**config.mk**
```make
export PLATFORM = sky130hd
export DESIGN_NAME = spfc_ctrl
export DESIGN_NICKNAME = d
export VERILOG_FILES = /design/src/include/spfc_pkg.sv /design/src/core/spfc_ctrl.sv
export SDC_FILE = /design/constraint.sdc
export NUM_CORES = 1
export LEC_CHECK = 0
export ABC_AREA = 1
export BUFFER_PORTS_ARGS = -buffer_cell sky130_fd_sc_hd__buf_2
export CAP_MARGIN = 20
export CORE_UTILIZATION = 41
export DETAILED_ROUTE_END_ITERATION = 16
export PLACE_DENSITY = 0.61
export SYNTH_ARGS = -nofsm -noshare
export SYNTH_HDL_FRONTEND = slang
export SYNTH_SLANG_ARGS = --single-unit
```
**constraint.sdc**
```tcl
create_clock -name i_core_clk -period 11.05 [get_ports i_core_clk]
set_input_delay 1.6575 -clock i_core_clk [delete_from_list [all_inputs] [get_ports i_core_clk]]
set_output_delay 1.6575 -clock i_core_clk [all_outputs]
set_load 0.1 [all_outputs]
```
**src/include/spfc_pkg.sv**
```systemverilog
// Purpose: constants and types for the sector flash program controller
// Assumes: 50 MHz core clock, 64K x 8 parallel flash on the far side
// Notes:   command words are data and address pairs in hexadecimal
package spfc_pkg;
	localparam int unsigned CLK_MHZ = 50;
	localparam int unsigned SECTOR_BYTES = 128;
	localparam int unsigned ADDR_W = 16;
	localparam int unsigned DATA_W = 8;
	localparam int unsigned SECTOR_LSB = 7;
	localparam int unsigned POLL_BIT = 7;
	localparam int unsigned TOGGLE_BIT = 6;
	// program_cycle_time in ms, byte_load_window in us
	localparam int unsigned PROGRAM_CYCLE_TIME_MS = 20;
	localparam int unsigned BYTE_LOAD_WINDOW_US = 150;
	localparam int unsigned PROGRAM_CYCLE_CYC =
		PROGRAM_CYCLE_TIME_MS * 1000 * CLK_MHZ;
	localparam int unsigned BYTE_LOAD_WINDOW_CYC =
		BYTE_LOAD_WINDOW_US * CLK_MHZ;
	// strobe phase lengths: 200 ns low, 200 ns high, 120 ns access
	localparam int unsigned WP_NS = 200;
	localparam int unsigned WPH_NS = 200;
	localparam int unsigned ACC_NS = 120;
	localparam int unsigned CLK_NS = 20;
	localparam int unsigned WP_CYC = (WP_NS + CLK_NS - 1) / CLK_NS;
	localparam int unsigned WPH_CYC = (WPH_NS + CLK_NS - 1) / CLK_NS;
	localparam int unsigned ACC_CYC = (ACC_NS + CLK_NS - 1) / CLK_NS + 2;
	localparam logic [7:0] CMD_UNLOCK1_D = 8'h00_AA;
	localparam logic [15:0] CMD_UNLOCK1_A = 16'h0000_5555;
	localparam logic [7:0] CMD_UNLOCK2_D = 8'h00_55;
	localparam logic [15:0] CMD_UNLOCK2_A = 16'h0000_2AAA;
	localparam logic [7:0] CMD_PROT_D = 8'h00_A0;
	localparam logic [7:0] CMD_ID_ENTRY_D = 8'h00_90;
	localparam logic [7:0] CMD_ID_EXIT_D = 8'h00_F0;
	localparam logic [1:0] OP_PROGRAM = 2'h0_0;
	localparam logic [1:0] OP_ID_READ = 2'h0_1;
	localparam logic [1:0] OP_READ = 2'h0_2;
	typedef struct packed {
		logic       ce_n;
		logic       oe_n;
		logic       we_n;
		logic [15:0] addr;
		logic [7:0] dout;
		logic       doe;
	} spfc_pins_t;
	typedef struct packed {
		logic       valid;
		logic [1:0] op;
		logic [15:0] addr;
	} spfc_cmd_t;
endpackage : spfc_pkg

```
**src/core/spfc_ctrl.sv**
```systemverilog
// Purpose: host side controller that programs one flash sector, reads
//          identification codes and does plain reads
// Assumes: flash data pins sampled through two flops; one clock
// Notes:   sector data comes from the user one byte per request
// Operation
// RQ1: keep output gate high while writing
// RQ2: same sector address on every load
// RQ3: unloaded sector bytes end undefined
// RQ4: protection returns after each program cycle
// RQ5: always load all 128 sector bytes
// RQ6: program cycle ends within 20 ms
// RQ7: next load within 150 us window
// RQ8: poll toggle bit by toggling output gate
// RQ9: judge toggle bit only by change
// RQ10: poll at one fixed address
// RQ11: identification code chosen by addr_lsb
// RQ12: identification mode clears at power loss
// RQ13: exit command restores normal operation
// RQ14: command words are data and address hex
// RQ15: polled bit seven inverted while busy
// RQ16: toggle bit flips each busy read
// RQ17: protection sequence precedes every load; code sends it once per program, before the first of the 128 loads
`timescale 1ns/10ps
module spfc_ctrl
	import spfc_pkg::*;
#(
	parameter int unsigned PROG_TIMEOUT_CYC = PROGRAM_CYCLE_CYC,
	parameter int unsigned LOAD_WINDOW_CYC  = BYTE_LOAD_WINDOW_CYC
) (
	input  wire logic        i_core_clk,
	input  wire logic        i_rst,
	input  wire spfc_cmd_t   i_cmd,
	input  wire logic [7:0]  i_wdata,
	output logic             o_cmd_ready,
	output logic             o_wdata_req,
	output logic             o_done,
	output logic             o_timeout,
	output logic [7:0]       o_rdata,
	output logic             o_flash_ce_n,
	output logic             o_flash_oe_n,
	output logic             o_flash_we_n,
	output logic [15:0]      o_flash_addr,
	output logic [7:0]       o_flash_dq_o,
	output logic             o_flash_dq_oe,
	input  wire logic [7:0]  i_flash_dq_i
);
	typedef enum logic [5:0] {
		ST_IDLE = 6'b00_0001,
		ST_WR   = 6'b00_0010,
		ST_RD   = 6'b00_0100,
		ST_NEXT = 6'b00_1000,
		ST_POLL = 6'b01_0000,
		ST_END  = 6'b10_0000
	} spfc_state_t;

	spfc_state_t state;
	logic [7:0]  dq_meta;
	logic [7:0]  dq_sync;
	logic [1:0]  op;
	logic [15:0] base;
	logic [3:0]  step;
	logic [7:0]  count;
	logic [4:0]  phase;
	logic [7:0]  last_byte;
	logic [7:0]  prev_read;
	logic        have_prev;
	logic [31:0] timer;
	logic [7:0]  next_data;
	logic [15:0] next_addr;

	// pins come from outside the clock domain
	always_ff @(posedge i_core_clk or posedge i_rst) begin
		if (i_rst) begin
			dq_meta <= 8'h00_00;
			dq_sync <= 8'h00_00;
		end else begin
			dq_meta <= i_flash_dq_i;
			dq_sync <= dq_meta;
		end
	end

	// command word table for the current step
	always_comb begin
		next_data = CMD_UNLOCK1_D;
		next_addr = CMD_UNLOCK1_A;
		case (step)
			4'h0_0: begin
				next_data = CMD_UNLOCK1_D; // [RQ14]
				next_addr = CMD_UNLOCK1_A;
			end
			4'h0_1: begin
				next_data = CMD_UNLOCK2_D;
				next_addr = CMD_UNLOCK2_A;
			end
			default: begin
				next_addr = CMD_UNLOCK1_A;
				if (op == OP_PROGRAM) begin
					next_data = CMD_PROT_D; // [RQ17]
				end else if (count == 8'h00_00) begin
					next_data = CMD_ID_ENTRY_D;
				end else begin
					next_data = CMD_ID_EXIT_D; // [RQ13]
				end
				if (op == OP_PROGRAM && step >= 4'h0_3) begin
					next_data = i_wdata;
					// sector bits fixed from the base address [RQ2]
					next_addr = {base[15:SECTOR_LSB], count[6:0]};
				end
			end
		endcase
	end

	// sequencer and pin drive
	always_ff @(posedge i_core_clk or posedge i_rst) begin
		if (i_rst) begin
			state         <= ST_IDLE;
			op            <= OP_READ;
			base          <= 16'h0000_0000;
			step          <= 4'h0_0;
			count         <= 8'h00_00;
			phase         <= 5'h0_0;
			last_byte     <= 8'h00_00;
			prev_read     <= 8'h00_00;
			have_prev     <= 1'b0;
			timer         <= 32'h0000_0000;
			o_cmd_ready   <= 1'b0;
			o_wdata_req   <= 1'b0;
			o_done        <= 1'b0;
			o_timeout     <= 1'b0;
			o_rdata       <= 8'h00_00;
			o_flash_ce_n  <= 1'b1;
			o_flash_oe_n  <= 1'b1;
			o_flash_we_n  <= 1'b1;
			o_flash_addr  <= 16'h0000_0000;
			o_flash_dq_o  <= 8'h00_00;
			o_flash_dq_oe <= 1'b0;
		end else begin
			o_done      <= 1'b0;
			o_wdata_req <= 1'b0;
			case (state)
				ST_IDLE: begin
					o_cmd_ready <= 1'b1;
					if (i_cmd.valid && o_cmd_ready) begin
						o_cmd_ready <= 1'b0;
						o_timeout   <= 1'b0;
						op          <= i_cmd.op;
						base        <= i_cmd.addr;
						step        <= 4'h0_0;
						count       <= 8'h00_00;
						phase       <= 5'h0_0;
						have_prev   <= 1'b0;
						state       <= (i_cmd.op == OP_READ) ? ST_RD : ST_WR;
					end
				end
				ST_WR: begin
					// output gate stays high through the write [RQ1]
					o_flash_oe_n  <= 1'b1;
					o_flash_addr  <= next_addr;
					o_flash_dq_o  <= next_data;
					o_flash_dq_oe <= 1'b1;
					phase         <= phase + 5'h0_1;
					if (phase == 5'h0_1) begin
						o_flash_ce_n <= 1'b0;
						o_flash_we_n <= 1'b0;
					end
					if (phase == 5'(1 + WP_CYC)) begin
						o_flash_ce_n <= 1'b1;
						o_flash_we_n <= 1'b1;
						if (op == OP_PROGRAM && step >= 4'h0_3) begin
							last_byte   <= next_data;
							o_wdata_req <= 1'b1;
						end
					end
					if (phase == 5'(1 + WP_CYC + WPH_CYC)) begin
						phase <= 5'h0_0;
						state <= ST_NEXT;
					end
				end
				ST_NEXT: begin
					// loads follow back to back, well inside the window [RQ7]
					o_flash_dq_oe <= 1'b0;
					state         <= ST_WR;
					if (step < 4'h0_3) begin
						// hold at the data step so a long load cannot wrap
						step <= step + 4'h0_1;
					end
					if (op == OP_PROGRAM && step >= 4'h0_3) begin
						count <= count + 8'h00_01;
						// every byte of the sector is loaded [RQ5] [RQ3]
						if (count == 8'(SECTOR_BYTES - 1)) begin
							step  <= 4'h0_0;
							timer <= 32'h0000_0000;
							state <= ST_POLL;
						end
					end else if (op != OP_PROGRAM && step == 4'h0_2) begin
						if (count == 8'h00_00) begin
							// id mode: read code at addr_lsb [RQ11]
							base  <= {15'h0000, base[0]};
							state <= ST_RD;
						end else begin
							state <= ST_END;
						end
					end
				end
				ST_RD: begin
					o_flash_dq_oe <= 1'b0;
					o_flash_addr  <= base;
					o_flash_ce_n  <= 1'b0;
					o_flash_oe_n  <= 1'b0;
					phase         <= phase + 5'h0_1;
					if (phase == 5'(ACC_CYC)) begin
						o_rdata      <= dq_sync;
						o_flash_ce_n <= 1'b1;
						o_flash_oe_n <= 1'b1;
						phase        <= 5'h0_0;
						if (op == OP_ID_READ) begin
							// leave id mode again [RQ13]
							count <= 8'h00_01;
							step  <= 4'h0_0;
							state <= ST_WR;
						end else begin
							state <= ST_END;
						end
					end
				end
				ST_POLL: begin
					// fixed address, oe toggled per read [RQ8] [RQ10]
					// last loaded cell, so bit 7 is judged where it was written
					o_flash_addr <= {base[15:SECTOR_LSB], 7'(SECTOR_BYTES - 1)};
					timer        <= timer + 32'h0000_0001;
					phase        <= phase + 5'h0_1;
					if (phase == 5'h0_0) begin
						o_flash_ce_n <= 1'b0;
						o_flash_oe_n <= 1'b0;
					end
					if (phase == 5'(ACC_CYC)) begin
						o_flash_oe_n <= 1'b1;
						prev_read    <= dq_sync;
						have_prev    <= 1'b1;
						// done when toggle bit stops and bit 7 matches bit 7 of the last loaded byte
						// [RQ9] [RQ15] [RQ16]
						if (have_prev &&
						    dq_sync[TOGGLE_BIT] == prev_read[TOGGLE_BIT] &&
						    dq_sync[POLL_BIT] == last_byte[POLL_BIT]) begin
							o_flash_ce_n <= 1'b1;
							state        <= ST_END;
						end
					end
					if (phase == 5'(ACC_CYC + WPH_CYC)) begin
						phase <= 5'h0_0;
					end
					// give up past the program cycle time [RQ6]
					if (timer >= PROG_TIMEOUT_CYC) begin
						o_timeout    <= 1'b1;
						o_flash_ce_n <= 1'b1;
						o_flash_oe_n <= 1'b1;
						state        <= ST_END;
					end
				end
				ST_END: begin
					// protection is back; next program repeats unlock [RQ4]
					o_flash_ce_n  <= 1'b1;
					o_flash_oe_n  <= 1'b1;
					o_flash_dq_oe <= 1'b0;
					o_done        <= 1'b1;
					state         <= ST_IDLE;
				end
				default: state <= ST_IDLE;
			endcase
		end
	end
endmodule : spfc_ctrl

```
==> metrics.cfg, run 1 <==
[status]
status=complete, no violations

[logic_synthesis]
synth_cell_types=39
ys_seq_area_frac=0.501
synth.area.top_cells=dfrtp_1 48%, nand2_1 10%, inv_1 5.7%
synth_compound_area_frac=0.112
syn_area_sq_mm=0.00661
synth-edff-count=0
synth_fa_ha_area_frac=0.0227
post_synth_inst_count=802
synthArstFlopShare=1.00
ys_ff_latch=132
synthMuxAreaShare=0.00170
synth-xor-area-share=0.0371
synth_nets=851
yosys.area_share.simple=0.250
synthFlopType=dfrtp_1
synth_top_family_by_area=simple AND/OR/NAND/NOR gates
synth_area_per_cell_sq_um=8.24
yosys_warnings=0
yosysTopAreaCell=dfrtp_1
synth_top_area_frac=0.481

[placed_design]
finalWeightedCongestion=0.897
post_dp_cell_area_sq_mm=0.00718
hpwl_um=11900
portBuffers=76

[global_routing]
grt_pass1_vias=5203
antenna_found_initial=0
grt.total_usage=0.213
gr-total-overflow=0
grt_max_degree=80
grt_pass1_wl_um=26800

[layout]
final_area_sq_mm=0.00775
layout_commonest_cell=nand2_1
fin_nets=928
seq_area_sq_mm=0.00331
syn2layout_area_growth_pct=17.2
multi_input_area_sq_mm=0.00280
num_antenna_cells=0
final_cell_mix=177 x nand2_1, 127 x dfrtp_1, 99 x inv_1
num-fill-cells=1547
drive_gt1_frac=0.160
post-route-util=0.490

[power]
power.leakage_nw=3.61
pwr-share-seq=0.327
power_frac_comb=0.405
total_power_mw=2.03
peakVddDrop_v=0.000246
power.switching_mw=0.958
cellPowerDensity_mw_per_mm2=262
p_int_mw=1.07
swShare=0.472
clkPwrFrac=0.268

[clock_tree]
cts_made_buffers=17
cts-htree-levels=4
ctsHoldBuffers=0
cts_tree=built
post_cts_resized=0
cts_sinks=132
root_buffer=clkbuf_16
post_cts.repair.setup_buffers=0
cts_buffer_depth=2
clk_pin_slew_worst_paths_ps=60
insertion_delay_ps=420

[floorplanning]
die_h_um=129
ios=77
start_util=0.418
rows=46
core_area_sq_mm=0.0158
die_w_um=129
die_area_sq_mm=0.0166

[worst_setup_path]
required_ps=11390
reg2reg_depth=7
cp_max_fo=30
cp-end-kind=flip-flop
crit_slowest_cell=a21oi_2
critPathLaunchType=flip-flop
crit_type=reg2reg
worst-path-stages=7
cpMostUsedCell=nand3_1
max_stage_delay_ps=890
crit_arrival_ps=3470
critical-path-top-delay-family=simple AND/OR/NAND/NOR gates
crit_chain=nor2_4, nand4_2, inv_1, nand3_1, a21oi_2, nand3_1, o21ai_0
path_buf_inv=1

[detailed_routing]
first_pass_iters=5
viasPerCell=5.02
drtIter0Drc=364
wl_per_cell_um=15.0
drcViolationCount=0
drt_wl_total_um=16600
vias=5561
antenna_left=0

[sta]
worst_pin_slew_ps=1100
finClkSkew_ps=6.87
setup_viol=0
drv_slew=0
maxSlewHeadroom=0.265
period_share=0.284
rsz0062_at_grt=false
tns_ps=0
whs_ps=348
fmax_mhz=319
hold_viol_final=0
period_needed_ps=3140

[min_path]
hold_depth=0
hp-class=reg2reg

[flow_run]
maxCapViolations=0

==> flip-flops by register name (all words and copies together) (netlist names), 2 cells and up <==
name          count
o_flash_addr     16
count             8
o_flash_dq_o      8
o_rdata           8
step              4
phase             5
op                2
timer            32
state             6
dq_sync           8
base             16
dq_meta           8
==> logic make-up (layout without fill, tap and decap cells) <==
| group | Yosys count | in the layout |
|---|---|---|
| AND/OR/NAND/NOR | 372 | 372 |
| flip-flops | 132 | 132 |
| AO/OA/AOI/OAI | 131 | 131 |
| buffers and inverters | 126 | 216 |
| XOR/XNOR | 28 | 28 |
| adder cells (fa/ha/maj) | 12 | 12 |
| multiplexers | 1 | 1 |
==> cell usage after synthesis (2+ instances only) <==
cell       number
xor2_1         25
o21ai_0        60
nor3b_1         3
nor3_1         25
or2_2           3
o22ai_1        17
o21ai_1        12
o211ai_1        2
nand2_2         2
buf_4           3
nand2_1       177
ha_1           12
nand3_1        63
nor2_1         71
clkbuf_1        6
dfrtp_1       127
dfstp_2         5
o31ai_1         3
inv_2           5
a21oi_1        25
o2111ai_1       2
a2bb2oi_1       6
buf_2           9
nor2_4          5
inv_1         100
nand4_1        14
xnor2_1         3
nand3_2         5
nor2_2          2
==> metal layers <==
layer,vias to the layer above,part of all wire,track usage
met3,21,0.046,0.0466
met2,127,0.45,0.325
met5,-,0,0
met4,0,0.014,0.0692
li1,2772,-,-
met1,2641,0.49,0.301
==> power by group through the flow <==
| stage | clock, mW | sequential (mW) | combinational, mW |
|---|---|---|---|
| final | 0.543 | 0.664 | 0.821 |
| after global routing | 0.574 | 0.677 | 0.886 |
| after CTS | 0.554 | 0.664 | 0.820 |
| after detailed placement | 0 | 0.669 | 0.820 |
| after global placement | 0 | 0.671 | 0.813 |
| after floorplan | 0 | 1.02 | 0.324 |
==> final timing paths <==
kind	endpoint	slack, ps	startpoint
worst min-delay path	dq_sync[6]	350	dq_meta[6]
worst min register to register	dq_sync[6]	350	dq_meta[6]
min in group asynchronous	o_rdata[4]	1270	i_rst
max in group asynchronous	o_flash_dq_o[4]	8410	i_rst
worst max register to register	base[13]	7910	state[5]
worst max-delay path	base[13]	7910	state[5]
==> layout make-up <==
type | instances | area share
clock buffers | 17 | 0.0549
clock inverters | 15 | 0.0187
inverters | 106 | 0.0520
multi-input cells | 544 | 0.361
flip-flops and latches | 132 | 0.427
well taps | 216 | 0.0349
repair buffers | 78 | 0.0510
==> per-stage QoR <==
step                      std cells  worst slack [ps]
after CTS                      1108              7920
after global routing           1108              7600
final                          1108              7910
after detailed placement       1076              7860
after global placement         1076              7870
after floorplan                 802              5870
Note: power is estimated with default switching activity, not from simulation.
==> run 2: changes to the inputs <==
- clock period: 11.05 -> 3.2 ns (I/O delays scaled with it)
==> run 2 against run 1 <==
Against the previous run:
- worst hold slack worse by 180 ps
- largest cell class unchanged
- critical path depth up 2
- global-route usage shrank 0.48 points
- sequential share of layout area fell by 0.54 points
- sequential power rose to 3.4 times the previous value
- clock power grew to 3.7 times the previous value
- clock skew rose by 0.99 ps
- flip-flop and latch count did not move
- wire length fell by 1.2%
==> metrics.cfg, run 2 (synthesis results as in run 1) <==
[status]
status=complete, no violations  ; unchanged

[sta]
tns_ps=0  ; unchanged
rsz0062_at_grt=false  ; unchanged
hold_viol_final=0  ; unchanged
fmax_mhz=440  ; was 319 MHz
period_share=0.710  ; was 0.284
worst_pin_slew_ps=617  ; was 1100 ps
period_needed_ps=2270  ; was 3140 ps
setup_viol=0  ; unchanged
drv_slew=0  ; unchanged
finClkSkew_ps=7.86  ; was 6.87 ps
maxSlewHeadroom=0.584  ; was 0.265

[layout]
syn2layout_area_growth_pct=18.8  ; was 17.2%
final_cells=1115  ; was 1,108
drive_gt1_frac=0.167  ; was 0.160
num_antenna_cells=0  ; unchanged
layout_commonest_cell=nand2_1  ; unchanged
final_cell_mix=177 x nand2_1, 127 x dfrtp_1, 99 x inv_1  ; unchanged
top_regs=timer x32, base x16, o_flash_addr x16  ; unchanged
largest_reg_flops=32  ; unchanged
largest_register=timer  ; unchanged
fin_nets=935  ; was 928
post-route-util=0.496  ; was 0.490

[detailed_routing]
drcViolationCount=0  ; unchanged
vias=5590  ; was 5,561
drt_wl_total_um=16400  ; was 16,600 um
viasPerCell=5.01  ; was 5.02
first_pass_iters=5  ; unchanged
drtIter0Drc=363  ; was 364
antenna_left=0  ; unchanged
wl_per_cell_um=14.7  ; was 15.0 um

[worst_setup_path]
reg2reg_depth=9  ; was 7
crit_arrival_ps=2560  ; was 3470 ps
path_buf_inv=3  ; was 1
r2r-start=state[5]  ; unchanged
critPathLaunchType=flip-flop  ; unchanged
r2r_slack_ps=930  ; was 7910 ps
setup.worst_path.end=timer[23]  ; was base[13]
cp_max_fo=26  ; was 30
r2r-end=timer[23]  ; was base[13]
startpoint=state[5]  ; unchanged
crit_slowest_cell=nand2_2  ; was a21oi_2
cpMostUsedCell=nand2_2  ; was nand3_1
critical-path-top-delay-family=simple AND/OR/NAND/NOR gates  ; unchanged
crit_type=reg2reg  ; unchanged
max_stage_delay_ps=440  ; was 890 ps
required_ps=3490  ; was 11,390 ps
cp-end-kind=flip-flop  ; unchanged
crit_chain=nor2_4, nand4_2, buf_4, inv_1, nand2_2, nand2_2, inv_2, nand2_1, o21ai_0  ; was nor2_4, nand4_2, inv_1, nand3_1, a21oi_2, nand3_1, o21ai_0
worst-path-stages=9  ; was 7

[global_routing]
gr-total-overflow=0  ; unchanged
grt_pass1_wl_um=26600  ; was 26,800 um
grt.total_usage=0.208  ; was 0.213
grt_pass1_vias=5275  ; was 5,203
grt_max_degree=96  ; was 80
antenna_found_initial=0  ; unchanged

[floorplanning]
core_area_sq_mm=0.0158  ; unchanged
rows=46  ; unchanged
die_w_um=129  ; unchanged
die_area_sq_mm=0.0166  ; unchanged
start_util=0.418  ; unchanged
die_h_um=129  ; unchanged
ios=77  ; unchanged

[clock_tree]
cts_sinks=132  ; unchanged
cts-htree-levels=4  ; unchanged
ctsHoldBuffers=0  ; unchanged
post_cts_resized=0  ; unchanged
post_cts.repair.setup_buffers=0  ; unchanged
cts_buffer_depth=2  ; unchanged
insertion_delay_ps=420  ; about the same
root_buffer=clkbuf_16  ; unchanged
cts_tree=built  ; unchanged
cts_made_buffers=17  ; unchanged
clk_pin_slew_worst_paths_ps=60  ; about the same

[power]
power.leakage_nw=3.65  ; was 3.61 nW
cellPowerDensity_mw_per_mm2=914  ; was 262 mW/mm^2
total_power_mw=7.17  ; was 2.03 mW
peakVddDrop_v=0.000738  ; was 0.000246 V

[placed_design]
hpwl_um=11900  ; about the same
finalWeightedCongestion=0.880  ; was 0.897
portBuffers=76  ; unchanged
placed_cells=1083  ; was 1,076

[flow_run]
maxCapViolations=0  ; unchanged

[min_path]
hp-class=in2reg  ; was reg2reg

==> run 2: cell types whose count changed in the layout (fill, tap and decap cells not counted) <==
cell and delta:
buf_4 +6, clkinv_2 -1, bufinv_16 +1, inv_8 +3, clkinvlp_4 +2, inv_6 -4, clkinv_4 -2, clkbuf_8 +1
buf_12 +1
==> run 2: stage by stage <==
stage / setup WS [ps] / instance area [sq um] / hold slack, ps
after global routing: 667 / 7850 / 154
final: 930 / 7850 / 165
after floorplan: 1090 / 6610 / 331
after detailed placement: 944 / 7240 / 336
after CTS: 934 / 7850 / 153
after global placement: 1010 / 7240 / 332
==> run 2: cell type report <==
cell class | instances | area, sq um
clock buffer | 18 | 439
clock inverter | 14 | 168
fill | 1542 | 7980
inverter | 106 | 402
multi-input combinational | 544 | 2800
sequential | 132 | 3310
tap | 216 | 270
timing repair buffer | 85 | 460
==> run 2: worst min path at each step <==
stage / start / endpoint / slack (ps) / cells past startpoint
2_1_floorplan: dq_meta[0] / dq_sync[0] / 330 / 0
3_3_place_gp: dq_meta[4] / dq_sync[4] / 330 / 0
3_5_place_dp: dq_meta[7] / dq_sync[7] / 340 / 0
4_1_cts: i_flash_dq_i[5] / dq_meta[5] / 150 / 1
5_1_grt: i_flash_dq_i[5] / dq_meta[5] / 150 / 1
6_report: i_flash_dq_i[4] / dq_meta[4] / 160 / 1
==> run 2: power by group <==
| group | internal, mW | total, mW | switching [mW] |
|---|---|---|---|
| combinational | 0.593 | 2.90 | 2.31 |
| sequential | 2.05 | 2.28 | 0.235 |
| clock | 1.19 | 1.99 | 0.798 |
| total | 3.84 | 7.17 | 3.34 |
==> run 2: routing by layer <==
metal / up-vias / part of all wire / GRT usage
li1: 2793 / - / -
met1: 2663 / 0.50 / 0.301
met2: 117 / 0.44 / 0.311
met3: 17 / 0.042 / 0.0428
met4: 0 / 0.013 / 0.0685
met5: - / 0 / 0
==> run 3: changes to the inputs <==
- PLACE_DENSITY: 0.61 -> 0.64
- clock period: 3.2 -> 1.9 ns (I/O delays scaled with it)
==> run 3 against run 2 <==
Against the previous run:
- clock skew is 7.3 ps higher
- register-to-register slack lost 820 ps
- largest cell class unchanged
- worst hold slack lost 160 ps
- power rose by 71%
- non-clock buffer count rose by 47
- first-iteration DRC count increased by 40%
- final area up 5.1%
==> metrics.cfg, run 3 (synthesis results as in run 1) <==
[placed_design]
dp_slack_ps=53.5  ; was 944 ps
hpwl_um=12400  ; was 11,900 um
placed_cells=1121  ; was 1,083
finalWeightedCongestion=0.953  ; was 0.880
post_dp_cell_area_sq_mm=0.00755  ; was 0.00724 sq mm
portBuffers=76  ; unchanged

[detailed_routing]
first_pass_iters=5  ; unchanged
wl_per_cell_um=14.6  ; was 14.7 um
drcViolationCount=0  ; unchanged
antenna_left=0  ; unchanged
drtIter0Drc=510  ; was 363
drt_wl_total_um=16900  ; was 16,400 um
vias=5795  ; was 5,590
viasPerCell=4.99  ; was 5.01

[clock_tree]
cts_tree=built  ; unchanged
clk_pin_slew_worst_paths_ps=60  ; about the same
cts_sinks=132  ; unchanged
cts_buffer_depth=2  ; unchanged
cts_made_buffers=17  ; unchanged
insertion_delay_ps=430  ; was 420 ps
cts-htree-levels=4  ; unchanged
root_buffer=clkbuf_16  ; unchanged

[sta]
hold_viol_final=0  ; unchanged
maxSlewHeadroom=0.625  ; was 0.584
period_share=0.943  ; was 0.710
fin_ws_ps=108  ; was 930 ps
setup_viol=0  ; unchanged
worst_pin_slew_ps=562  ; was 617 ps
period_needed_ps=1790  ; was 2270 ps
drv_slew=0  ; unchanged
fmax_mhz=558  ; was 440 MHz
finClkSkew_ps=15.1  ; was 7.86 ps

[power]
power.leakage_nw=3.87  ; was 3.65 nW
p_int_mw=6.59  ; was 3.84 mW
power.switching_mw=5.71  ; was 3.34 mW
swShare=0.464  ; was 0.465
power_frac_comb=0.430  ; was 0.404
pwr-share-seq=0.311  ; was 0.318
clkPwrFrac=0.260  ; was 0.278
total_power_mw=12.3  ; was 7.17 mW
peakVddDrop_v=0.00106  ; was 0.000738 V
cellPowerDensity_mw_per_mm2=1490  ; was 914 mW/mm^2

[floorplanning]
rows=46  ; unchanged
ios=77  ; unchanged
die_area_sq_mm=0.0166  ; unchanged
die_w_um=129  ; unchanged
die_h_um=129  ; unchanged
start_util=0.418  ; unchanged
core_area_sq_mm=0.0158  ; unchanged

[worst_setup_path]
r2r-start=state[0]  ; was state[5]
critPathLaunchType=flip-flop  ; unchanged
crit_type=reg2reg  ; unchanged
cp_max_fo=8  ; was 26
crit_arrival_ps=2100  ; was 2560 ps
startpoint=state[0]  ; was state[5]
cp-end-kind=flip-flop  ; unchanged
required_ps=2210  ; was 3490 ps

[layout]
final_area_sq_mm=0.00825  ; was 0.00785 sq mm
fin_nets=982  ; was 935
num-fill-cells=1486  ; was 1,542
num_antenna_cells=0  ; unchanged
largest_register=timer  ; unchanged
layout_commonest_cell=nand2_1  ; unchanged
final_cells=1161  ; was 1,115
largest_reg_flops=32  ; unchanged
syn2layout_area_growth_pct=24.8  ; was 18.8%
top_regs=timer x32, base x16, o_flash_addr x16  ; unchanged
multi_input_area_sq_mm=0.00283  ; was 0.00280 sq mm
drive_gt1_frac=0.208  ; was 0.167
seq_area_sq_mm=0.00331  ; unchanged
final_cell_mix=177 x nand2_1, 127 x dfrtp_1, 98 x inv_1  ; was 177 x nand2_1, 127 x dfrtp_1, 99 x inv_1

[global_routing]
grt_pass1_vias=5581  ; was 5,275
gr-total-overflow=0  ; unchanged
antenna_found_initial=0  ; unchanged
grt_max_degree=90  ; was 96
grt_pass1_wl_um=28000  ; was 26,600 um
grt.total_usage=0.220  ; was 0.208

[status]
status=complete, no violations  ; unchanged

[min_path]
hp-class=in2async  ; was in2reg

[flow_run]
maxCapViolations=0  ; unchanged

## run 3: path summary, 6_finish.rpt
| kind | endpoint | slack [ps] | depth (start not counted) |
|---|---|---|---|
| hold reg to reg | dq_sync[1] | 350 | 0 |
| setup reg to reg | count[4] | 110 | 10 |
| max in group asynchronous | timer[21] | 1450 | 3 |
| min in group i_core_clk | base[11] | 90 | 3 |
| hold / removal | timer[22] | 5 | 3 |
| setup / recovery | count[4] | 110 | 10 |
## run 3: power by group through the flow
stage / logic [mW] / registers (mW) / clock network [mW]
final: 5.28 / 3.82 / 3.19
after global routing: 5.71 / 3.89 / 3.36
after CTS: 5.22 / 3.82 / 3.25
after detailed placement: 5.19 / 3.86 / 0
after global placement: 5.16 / 3.85 / 0
after floorplan: 1.88 / 5.91 / 0
## run 3: cell type report
type,count,area share
well taps,216,0.0328
inverters,106,0.0490
clock buffers,17,0.0516
multi-input cells,544,0.343
clock inverters,14,0.0176
flip-flops and latches,132,0.401
repair buffers,132,0.104
## run 3: repair_timing
| action | in CTS | in global routing |
|---|---|---|
| setup endpoints to repair | 0 | 36 |
| hold buffers | 8 | 0 |
| resized for setup | 0 | 13 |
| buffers inserted | 0 | 1 |
| endpoints found under the hold margin | 8 | 0 |
## run 3: per-stage QoR
stage | util | hold slack (ps) | TNS, ps
6_report | 0.521 | 4.82 | 0
5_1_grt | 0.521 | 60.9 | -12.0
4_1_cts | 0.518 | 15.4 | 0
3_5_place_dp | 0.477 | 335 | 0
3_3_place_gp | 0.477 | 334 | 0
2_1_floorplan | - | 316 | -2300
## run 3: routing by layer
layer  vias to the layer above  GRT usage  routed length (um)
met2                       148      0.337                7740
met4                         0     0.0824                 287
met3                        25     0.0466                 738
met1                      2742      0.305                8180
li1                       2880          -                   -
met5                         -          0                   0
## run 3: worst max-delay path, cell delays in order, from the launching register on
cell and delay (ps):
dfstp_2 550, inv_1 50, nor2_1 100, nand3_2 190, a21oi_2 270, nor2_4 70, nand3_2 110, a21oi_4 50
buf_6 140, nand2_1 70, o21ai_1 80
